**src/verilog/ais_map.vh**
```
// Register offsets, field positions, opcodes and timing for the ALU subset
`ifndef AIS_MAP_VH
`define AIS_MAP_VH

// Register byte offsets on the Avalon-MM slave
`define AIS_OFF_CTRL 5'h00
`define AIS_OFF_INSTR 5'h04
`define AIS_OFF_ACC 5'h08
`define AIS_OFF_STATUS 5'h0c
`define AIS_OFF_FADDR 5'h10
`define AIS_OFF_FDATA 5'h14
`define AIS_OFF_WDOG 5'h18

// Control register fields
`define AIS_CTRL_WAKE 0
`define AIS_CTRL_SLEEP 0
`define AIS_CTRL_SKIP 1
`define AIS_CTRL_BUSY 2

// Status register fields
`define AIS_ST_C 0
`define AIS_ST_DC 1
`define AIS_ST_Z 2
`define AIS_ST_PD 3
`define AIS_ST_TO 4

// Opcode patterns
`define AIS_OP_INCSKIP 6'h0f
`define AIS_OP_FSUB 6'h02
`define AIS_OP_SWAP 6'h0e
`define AIS_OP_ORLIT 6'h38
`define AIS_OP_LSUB 5'h1e
`define AIS_OP_SLEEP 14'h0063

// Phase timing: clocks per phase and the index of each of the four phases
`define AIS_Q_DIV 2'd2
`define AIS_Q_DECODE 2'd0
`define AIS_Q_READ 2'd1
`define AIS_Q_PROC 2'd2
`define AIS_Q_WRITE 2'd3

// Reset values
`define AIS_ACC_RST 8'h00
`define AIS_FLAGS_RST 3'h0
`define AIS_INSTR_RST 14'h0000

`endif
```
**src/verilog/ais_core.v**
```verilog
// Four-phase execute unit for six ALU instructions with Avalon-MM registers
`timescale 1ns/1ps
`include "ais_map.vh"
module ais_core (
	input wire i_clk,
	input wire i_reset_n,
	input wire [4:0] i_avs_address,
	input wire i_avs_read,
	input wire i_avs_write,
	input wire [31:0] i_avs_writedata,
	input wire [3:0] i_avs_byteenable,
	output wire [31:0] o_avs_readdata,
	output wire o_avs_waitrequest,
	output wire o_sleep,
	output wire o_busy,
	output wire o_skip_pending
);

// Bus handshake state
reg wait_r;
reg acc_r;
reg [31:0] rdata_r;
reg [31:0] rdata_nxt;

// Architectural state
reg [7:0] acc_reg_r;
reg carry_r;
reg digit_borrow_flag_r;
reg zero_r;
reg sleep_entered_flag_n_r;
reg watchdog_expiry_flag_n_r;
reg [13:0] ir_r;
reg [6:0] faddr_r;
reg sleep_r;
reg skip_r;

// Execution sequencer
reg run_r;
reg nop_r;
reg [1:0] q_r;
reg [1:0] div_r;
reg q_tick_r;
reg [7:0] res_r;
reg res_c_r;
reg res_dc_r;
reg res_z_r;
reg [7:0] hold_r;
reg hold_c_r;
reg hold_dc_r;
reg hold_z_r;

// Watchdog counter and its prescaler
reg [7:0] watchdog_counter_r;
reg [7:0] wdog_pre_r;

wire [7:0] mem_rd;

// Decode of the held instruction word; words outside the six forms
// match nothing and run as four-phase no-ops
wire is_inc = (ir_r[13:8] == `AIS_OP_INCSKIP);
wire is_fsub = (ir_r[13:8] == `AIS_OP_FSUB);
wire is_swap = (ir_r[13:8] == `AIS_OP_SWAP);
wire is_or = (ir_r[13:8] == `AIS_OP_ORLIT);
wire is_lsub = (ir_r[13:9] == `AIS_OP_LSUB);
wire is_sleep = (ir_r == `AIS_OP_SLEEP);
wire is_file = is_inc | is_fsub | is_swap;
wire dst_file = ir_r[7];
wire [6:0] op_faddr = ir_r[6:0];

// Operand is the literal for literal forms, else the file byte read in Q2
wire [7:0] opnd = (is_or | is_lsub) ? ir_r[7:0] : mem_rd;

// Subtraction as operand plus inverted accumulator plus one
wire [8:0] diff = {1'b0, opnd} + {1'b0, ~acc_reg_r} + 9'h001;
wire [4:0] ndiff = {1'b0, opnd[3:0]} + {1'b0, ~acc_reg_r[3:0]} + 5'h01;

// Phase strobes
wire tick = q_tick_r & run_r;
wire at_dec = tick & (q_r == `AIS_Q_DECODE);
wire at_proc = tick & (q_r == `AIS_Q_PROC);
wire at_wr = tick & (q_r == `AIS_Q_WRITE);
wire commit = at_wr & ~nop_r;

// Bus side decode, valid in the cycle whose closing edge drops waitrequest
wire bus_wr = acc_r & i_avs_write;
wire bus_rd = acc_r & i_avs_read;
wire [31:0] be_mask = {{8{i_avs_byteenable[3]}}, {8{i_avs_byteenable[2]}},
	{8{i_avs_byteenable[1]}}, {8{i_avs_byteenable[0]}}};
wire [31:0] wd = i_avs_writedata & be_mask;
wire lane0 = i_avs_byteenable[0];
wire lane01 = i_avs_byteenable[0] | i_avs_byteenable[1];
wire wr_ctrl = bus_wr & (i_avs_address == `AIS_OFF_CTRL) & lane0;
wire wr_instr = bus_wr & (i_avs_address == `AIS_OFF_INSTR) & lane01;
wire wr_acc = bus_wr & (i_avs_address == `AIS_OFF_ACC) & lane0;
wire wr_stat = bus_wr & (i_avs_address == `AIS_OFF_STATUS) & lane0;
wire wr_faddr = bus_wr & (i_avs_address == `AIS_OFF_FADDR) & lane0;
wire wr_fdata = bus_wr & (i_avs_address == `AIS_OFF_FDATA) & lane0;

// File port: the core owns it while running, software otherwise
wire core_fwe = commit & is_file & dst_file;
wire mem_we = core_fwe | wr_fdata;
wire [6:0] mem_waddr = run_r ? op_faddr : faddr_r;
// The write phase stores the value latched in the process phase, so a
// late change on the read port cannot reach the file
wire [7:0] mem_wdata = run_r ? hold_r : wd[7:0];
wire [6:0] mem_raddr = run_r ? op_faddr : faddr_r;

// Watchdog overflow wakes a sleeping core and flags the expiry
// after 65536 clocks, when prescaler and counter both roll over
wire wdog_wrap = (wdog_pre_r == 8'hff) & (watchdog_counter_r == 8'hff);

ais_file_ram u_file (
	.i_clk(i_clk),
	.i_reset_n(i_reset_n),
	.i_we(mem_we),
	.i_waddr(mem_waddr),
	.i_wdata(mem_wdata),
	.i_raddr(mem_raddr),
	.o_rdata(mem_rd)
);

// Phase divider; gating it while asleep stands in for the stopped oscillator
// Limitation: a word written while asleep waits for wake before it runs.
always @(posedge i_clk or negedge i_reset_n) begin
	if (!i_reset_n) begin
		div_r <= 2'd0;
		q_tick_r <= 1'b0;
	end else if (sleep_r) begin
		div_r <= 2'd0;
		q_tick_r <= 1'b0;
	end else if (div_r == `AIS_Q_DIV - 2'd1) begin
		div_r <= 2'd0;
		q_tick_r <= 1'b1;
	end else begin
		div_r <= div_r + 2'd1;
		q_tick_r <= 1'b0;
	end
end

// Result and flag preparation for the process phase
always @* begin
	res_r = 8'h00;
	res_c_r = carry_r;
	res_dc_r = digit_borrow_flag_r;
	res_z_r = zero_r;
	if (is_inc) begin
		res_r = opnd + 8'h01;
	end else if (is_fsub | is_lsub) begin
		res_r = diff[7:0];
		res_c_r = diff[8];
		res_dc_r = ndiff[4];
		res_z_r = (diff[7:0] == 8'h00);
	end else if (is_or) begin
		res_r = acc_reg_r | ir_r[7:0];
		res_z_r = ((acc_reg_r | ir_r[7:0]) == 8'h00);
	end else if (is_swap) begin
		res_r = {opnd[3:0], opnd[7:4]};
	end
end

// Registers held across the process phase so Q4 writes a stable value
always @(posedge i_clk or negedge i_reset_n) begin
	if (!i_reset_n) begin
		hold_r <= 8'h00;
		hold_c_r <= 1'b0;
		hold_dc_r <= 1'b0;
		hold_z_r <= 1'b0;
	end else if (at_proc) begin
		hold_r <= res_r;
		hold_c_r <= res_c_r;
		hold_dc_r <= res_dc_r;
		hold_z_r <= res_z_r;
	end
end

// Sequencer: idle until an instruction word arrives, then four phases.
// The bus stalls while busy, so no second word lands mid-instruction;
// a squashed word still takes its four phases, only its commit is masked.
always @(posedge i_clk or negedge i_reset_n) begin
	if (!i_reset_n) begin
		run_r <= 1'b0;
		q_r <= `AIS_Q_DECODE;
		nop_r <= 1'b0;
		ir_r <= `AIS_INSTR_RST;
	end else if (!run_r) begin
		if (wr_instr) begin
			ir_r <= wd[13:0];
			run_r <= 1'b1;
			q_r <= `AIS_Q_DECODE;
		end
	end else if (tick) begin
		if (at_dec) begin
			nop_r <= skip_r;
		end
		if (at_wr) begin
			run_r <= 1'b0;
		end
		q_r <= q_r + 2'd1;
	end
end

// Architectural registers; the bus only reaches them while the core idles
// so a software write can never race a commit on the same flag
always @(posedge i_clk or negedge i_reset_n) begin
	if (!i_reset_n) begin
		acc_reg_r <= `AIS_ACC_RST;
		{zero_r, digit_borrow_flag_r, carry_r} <= `AIS_FLAGS_RST;
		faddr_r <= 7'h00;
		skip_r <= 1'b0;
	end else begin
		if (at_dec) begin
			skip_r <= 1'b0;
		end
		if (commit) begin
			if (is_inc) begin
				skip_r <= (hold_r == 8'h00);
			end
			if (is_or | is_lsub) begin
				acc_reg_r <= hold_r;
			end else if (is_file & ~dst_file) begin
				acc_reg_r <= hold_r;
			end
			if (is_fsub | is_lsub) begin
				carry_r <= hold_c_r;
				digit_borrow_flag_r <= hold_dc_r;
			end
			if (is_fsub | is_lsub | is_or) begin
				zero_r <= hold_z_r;
			end
		end
		if (wr_acc) begin
			acc_reg_r <= wd[7:0];
		end
		if (wr_stat) begin
			carry_r <= wd[`AIS_ST_C];
			digit_borrow_flag_r <= wd[`AIS_ST_DC];
			zero_r <= wd[`AIS_ST_Z];
		end
		if (wr_faddr) begin
			faddr_r <= wd[6:0];
		end
	end
end

// Power-down state, reset flags and watchdog. A power-down commit outranks
// a wrap in the same cycle: it restarts the count, so that wrap is stale.
always @(posedge i_clk or negedge i_reset_n) begin
	if (!i_reset_n) begin
		sleep_r <= 1'b0;
		sleep_entered_flag_n_r <= 1'b1;
		watchdog_expiry_flag_n_r <= 1'b1;
		watchdog_counter_r <= 8'h00;
		wdog_pre_r <= 8'h00;
	end else if (commit & is_sleep) begin
		sleep_r <= 1'b1;
		watchdog_counter_r <= 8'h00;
		wdog_pre_r <= 8'h00;
		sleep_entered_flag_n_r <= 1'b0;
		watchdog_expiry_flag_n_r <= 1'b1;
	end else begin
		// The watchdog keeps its own time, so it runs while asleep
		wdog_pre_r <= wdog_pre_r + 8'h01;
		if (wdog_pre_r == 8'hff) begin
			watchdog_counter_r <= watchdog_counter_r + 8'h01;
		end
		if (wdog_wrap) begin
			watchdog_expiry_flag_n_r <= 1'b0;
			sleep_r <= 1'b0;
		end else if (wr_ctrl & wd[`AIS_CTRL_WAKE]) begin
			sleep_r <= 1'b0;
		end
	end
end

// Read multiplexer; unmapped offsets read as zero
// The power-down and time-out flags read back active low, as stored
always @* begin
	rdata_nxt = 32'h0000_0000;
	case (i_avs_address)
	`AIS_OFF_CTRL: begin
		rdata_nxt[`AIS_CTRL_SLEEP] = sleep_r;
		rdata_nxt[`AIS_CTRL_SKIP] = skip_r;
		rdata_nxt[`AIS_CTRL_BUSY] = run_r;
	end
	`AIS_OFF_INSTR: rdata_nxt[13:0] = ir_r;
	`AIS_OFF_ACC: rdata_nxt[7:0] = acc_reg_r;
	`AIS_OFF_STATUS: begin
		rdata_nxt[`AIS_ST_C] = carry_r;
		rdata_nxt[`AIS_ST_DC] = digit_borrow_flag_r;
		rdata_nxt[`AIS_ST_Z] = zero_r;
		rdata_nxt[`AIS_ST_PD] = sleep_entered_flag_n_r;
		rdata_nxt[`AIS_ST_TO] = watchdog_expiry_flag_n_r;
	end
	`AIS_OFF_FADDR: rdata_nxt[6:0] = faddr_r;
	`AIS_OFF_FDATA: rdata_nxt[7:0] = mem_rd;
	`AIS_OFF_WDOG: rdata_nxt[15:0] = {wdog_pre_r, watchdog_counter_r};
	default: rdata_nxt = 32'h0000_0000;
	endcase
end

// Avalon handshake: accept only while idle so the file port is free;
// one cycle to settle the read data, then waitrequest drops for one cycle.
// Writes land on the edge that drops waitrequest; the master keeps its
// request up one more edge, which the low-waitrequest branch ignores.
always @(posedge i_clk or negedge i_reset_n) begin
	if (!i_reset_n) begin
		wait_r <= 1'b1;
		acc_r <= 1'b0;
		rdata_r <= 32'h0000_0000;
	end else if (acc_r) begin
		acc_r <= 1'b0;
		wait_r <= 1'b0;
		if (bus_rd) begin
			rdata_r <= rdata_nxt;
		end
	end else if (!wait_r) begin
		wait_r <= 1'b1;
	end else if ((i_avs_read | i_avs_write) & ~run_r) begin
		acc_r <= 1'b1;
	end
end

assign o_avs_readdata = rdata_r;
assign o_avs_waitrequest = wait_r;
assign o_sleep = sleep_r;
assign o_busy = run_r;
assign o_skip_pending = skip_r;

endmodule // ais_core

```
**src/verilog/ais_file_ram.v**
```verilog
// Data file memory, 128 bytes, one write port and a registered read port
`timescale 1ns/1ps
module ais_file_ram (
	input wire i_clk,
	input wire i_reset_n,
	input wire i_we,
	input wire [6:0] i_waddr,
	input wire [7:0] i_wdata,
	input wire [6:0] i_raddr,
	output wire [7:0] o_rdata
);

reg [7:0] mem [0:127];
reg [7:0] rdata_r;

// Write port; the array itself has no reset, like real file RAM
always @(posedge i_clk) begin
	if (i_we) begin
		mem[i_waddr] <= i_wdata;
	end
end

// Read data registered every cycle so it is stable for a whole phase
always @(posedge i_clk or negedge i_reset_n) begin
	if (!i_reset_n) begin
		rdata_r <= 8'h00;
	end else begin
		rdata_r <= mem[i_raddr];
	end
end

assign o_rdata = rdata_r;

endmodule // ais_file_ram

```
**config.mk**
```make
export PLATFORM = sky130hd
export DESIGN_NAME = ais_core
export DESIGN_NICKNAME = d
export VERILOG_FILES = /design/src/verilog/ais_core.v /design/src/verilog/ais_file_ram.v
export VERILOG_INCLUDE_DIRS = /design/src /design/src/verilog
export SDC_FILE = /design/constraint.sdc
export NUM_CORES = 1
export LEC_CHECK = 0
export BUFFER_PORTS_ARGS = -buffer_cell sky130_fd_sc_hd__buf_2
export CAP_MARGIN = 20
export CELL_PAD_IN_SITES_DETAIL_PLACEMENT = 0
export CELL_PAD_IN_SITES_GLOBAL_PLACEMENT = 1
export CORE_MARGIN = 1
export CORE_UTILIZATION = 55
export CTS_CLUSTER_DIAMETER = 120
export CTS_CLUSTER_SIZE = 20
export DETAILED_ROUTE_END_ITERATION = 8
export PLACE_DENSITY_LB_ADDON = 0.1
export SKIP_CTS_REPAIR_TIMING = 1
export SYNTH_ARGS = -nofsm -noshare
export SYNTH_HDL_FRONTEND = slang
export SYNTH_HIERARCHICAL = 1
export SYNTH_SLANG_ARGS = --single-unit
```
**constraint.sdc**
```tcl
create_clock -name i_clk -period 8.8 [get_ports i_clk]
set_input_delay 0.88 -clock i_clk [delete_from_list [all_inputs] [get_ports i_clk]]
set_output_delay 0.88 -clock i_clk [all_outputs]
set_load 0.005 [all_outputs]
```
==> results.txt <==
----------------------------------------------------
[Status]
  Run status ... finished, violations left
  Violated checks ... DRC

[Synthesis]
  Count of distinct cell types in the synthesized netlist ... 70
  Portion of the post-synthesis area used by sequential elements ... 73.67%
  Cell accounting for the most synthesized area ... sky130_fd_sc_hd__edfxtp_1
  Synthesis Warnings ... 6
  Syn Std Cell Area ... 45,010 um2
  Average footprint of a synthesized cell ... 20.25 um2
  Post-Synthesis Cells ... between 2,000 and 2,500
  Synth Flop Type ... sky130_fd_sc_hd__edfxtp_1
  Proportion of register bits with asynchronous set or reset after synthesis ... 8.571%
  Number of enable-type register cells in the synthesized netlist ... 1,024
  Share of the synthesized area in the top cell type ... 68.32%
  Biggest area contributors in the synthesized netlist ... sky130_fd_sc_hd__edfxtp_1 (68%), sky130_fd_sc_hd__mux4_2 (17%), sky130_fd_sc_hd__dfrtp_1 (5.2%)
  Post-synthesis register bit count ... 1,120

[Power]
  Maximum vdd drop ... 0.1714 mV
  Clock power share ... between 20% and 30%
  Internal power summed over all cells ... 7947 uW
  Net switching power ... 2668 uW
  Total leakage power ... about 0.015 uW
  Sequential fraction of design power ... around 58%
  Areal power density over the cells ... 220.6 nW/um2
  Portion of total power attributed to combinational logic ... 14.9%
  PnR Total Power ... 10,620 uW
  Net switching fraction of the power ... 25.14%

[Die]
  Starting Density ... 55.69%
  # rows ... 104
  Total die area ... 82,980 um2
  Floorplan die height ... ~290 um
  Die Width ... 288.1 um
  Number of top-level pins ... a little over 80
  Placeable core region ... 80,810 um2

[Cells and area]
  Share of post-route cells with drive strength above 1 ... a little under a quarter
  Post-layout utilization of the core ... 59.53%
  Synthesis-to-layout area growth ... 6.895%
  Number of nets in the final layout ... between 2,000 and 2,500
  Filler Cell Count ... 5,715
  Number of standard cells in the final layout excluding fillers ... 3,330

[Clock tree]
  TritonCTS clock tree ... built
  Total clock buffers created by CTS ... 61
  Number of levels in the clock H-tree ... 2
  CTS clock-pin slew for the worst setup and hold paths ... ~0.09 ns
  Cell chosen for the clock root ... sky130_fd_sc_hd__clkbuf_16
  Largest buffer count on any clock path ... 3
  Clock latency on the worst-skew pair ... 0.68 ns
  # clock sinks ... approximately 1,100

[GRT]
  Global-route wire length before repair ... 146,600 um
  Total grt overflow ... 0
  Overall track demand over capacity in global routing ... 24.52%
  Pin count of the biggest net entering global routing ... 146
  Number of global-route vias before repair ... about 22,000
  Initial antenna violation count ... 0

[Worst setup path]
  Kind of critical path ... reg2reg
  Worst reg2reg setup slack ... 4.17 ns
  Critical Path Sink Type ... flip-flop
  Critical path data arrival time ... 4.93 ns
  CP required ... 9.10 ns
  CP max FO ... 30
  Sort of element at the start of the critical path ... flip-flop

[Timing]
  Worst slew margin relative to its limit ... a little under a fifth
  Final cycle utilization of the critical path ... 52.61%
  Final worst path period need ... 4.630 ns
  Total of endpoints with negative setup slack in the final report ... 0
  Clk_skew ... 0.04657 ns
  Sum of negative setup slack ... 0 ns
  Number of pins with negative max-slew slack in the final report ... 0
  Fin. Hold Viols ... 0
  Setup repair after global routing missed its margin ... no
  Actual slew at the worst max-slew pin ... 1.210 ns
  Highest achievable clock rate ... between 0.2 and 0.25 GHz

[Routing]
  Antenna-violating nets left ... 0
  Initial DRC Count ... 2,423
  1st-pass router iterations ... 7
  Wirelength, routed ... 99,610 um
  Avg WL per Cell ... 29.91 um
  Via count ... 21,650
  Via/cell ratio ... around 6.5
  DRC ... 16

[Placed design]
  Number of placed instances, taps included ... ~3,300
  Number of buffers inserted by port buffering ... 44
  Final Wtd Congestion ... just under 0.9
  HPWL after detailed placement ... 61,810 um

[Flow run]
  Count of maximum capacitance violations ... 0

[Worst hold path]
  Tightest Hold Check Type ... in2async

----------------------------------------------------
-- synthesized netlist by cell type (all sizes together) (4+ instances only) --
| library cell | number |
|---|---|
| nand2 | 99 |
| buf | 71 |
| and3 | 4 |
| o211ai | 7 |
| mux4 | 336 |
| nand4 | 8 |
| nand3 | 35 |
| mux2i | 20 |
| a221oi | 9 |
| a21oi | 12 |
| nor4 | 6 |
| edfxtp | 1024 |
| o21ai | 53 |
| clkbuf | 58 |
| a222oi | 5 |
| a31oi | 7 |
| nor2b | 10 |
| xnor2 | 10 |
| nor3 | 19 |
| ha | 14 |
| a22oi | 16 |
| xor2 | 13 |
| mux2 | 24 |
| dfrtp | 93 |
| nand2b | 6 |
| and2 | 5 |
| inv | 19 |
| nor2 | 190 |
| a21o | 5 |
-- cells in the final DEF (no fill, tap or decap), drive strengths merged, types with 13 or more instances in the layout --
master | netlist | final
clkbuf | 58 | 71
mux4 | 336 | 336
mux2i | 20 | 20
mux2 | 24 | 24
ha | 14 | 14
o21ai | 53 | 53
nand3 | 35 | 35
conb | 1 | 16
dfrtp | 93 | 93
inv | 19 | 20
nand2 | 99 | 99
buf | 71 | 87
edfxtp | 1024 | 1024
nor2 | 190 | 190
xor2 | 13 | 13
nor3 | 19 | 19
a22oi | 16 | 16
-- flip-flops by register name (all words and copies together) (netlist names), 2 cells and up --
| register | count |
|---|---|
| o_avs_readdata | 16 |
| faddr_r | 7 |
| hold_r | 8 |
| watchdog_counter_r | 8 |
| acc_reg_r | 8 |
| div_r | 2 |
| u_file/mem | 1024 |
| u_file/o_rdata | 8 |
| q_r | 2 |
| ir_r | 14 |
| wdog_pre_r | 8 |
-- worst paths after layout --
| path | from | endpoint | depth (start not counted) |
|---|---|---|---|
| worst min register to register | div_r[1] | q_tick_r | 1 |
| max in group asynchronous | i_reset_n | o_busy | 2 |
| worst max register to register | o_busy | u_file/mem[92][5] | 10 |
| min in group i_clk | div_r[1] | q_tick_r | 1 |
| worst min-delay path | i_reset_n | q_r[0] | 1 |
| worst max-delay path | o_busy | u_file/mem[92][5] | 10 |
-- area by class of cell --
class	count	area (um2)	area share (%)
flip-flops and latches	1120	33160	68.92
multi-input cells	970	11330	23.55
clock buffers	71	1585	3.295
well taps	1060	1326	2.757
repair buffers	87	586.8	1.220
inverters	19	71.32	0.1482
clock inverters	2	50.05	0.1040
diodes	1	2.502	0.005202
-- metrics by stage --
stage	worst slack, ns	hold WS, ns	area [um2]
2_1_floorplan	1.500	0.3969	45060
4_1_cts	4.218	0.1751	48060
3_5_place_dp	3.963	0.4213	46420
3_3_place_gp	3.954	0.4089	46420
5_1_grt	3.955	0.1981	48110
6_report	4.170	0.1817	48110
-- critical path, stage by stage (launching register included) --
cell	delay [ns]
sky130_fd_sc_hd__dfrtp_2	0.39
sky130_fd_sc_hd__buf_4	0.46
sky130_fd_sc_hd__and2_1	0.27
sky130_fd_sc_hd__nand2_1	0.11
sky130_fd_sc_hd__nor2_1	0.27
sky130_fd_sc_hd__nand2_1	0.08
sky130_fd_sc_hd__o21ai_0	0.30
sky130_fd_sc_hd__buf_4	0.29
sky130_fd_sc_hd__nor2b_1	0.28
sky130_fd_sc_hd__nand2_1	0.78
sky130_fd_sc_hd__nor2_1	1.05
-- metal layers --
metal / vias up / global-route usage (%) / wire, um
li1: 9086 / - / -
met2: 751 / 37.96 / 47480
met5: - / 0 / 0
met1: 11680 / 37.31 / 42770
met3: 135 / 3.170 / 6567
met4: 0 / 6.706 / 2790
-- cells by family (layout without fill, tap and decap cells) --
group	Yosys count	count (layout)	share of synthesized area, %
AND/OR/NAND/NOR	398	398	3.942
other	1	17	0.008332
XOR/XNOR	23	23	0.4476
multiplexers	380	380	17.87
AO/OA/AOI/OAI	138	138	2.066
buffers and inverters	148	179	1.565
flip-flops	1120	1120	73.67
adder cells (fa/ha/maj)	15	15	0.4337
-- power groups by stage --
stage	combinational [uW]	sequential, uW	clock, uW
after global placement	1550	6270	0
after CTS	1590	6160	2940
final	1580	6160	2870
after global routing	1690	6170	3090
after detailed placement	1590	6280	0
after floorplan	1020	6330	0
No activity file was read; power rests on OpenSTA's default activity.
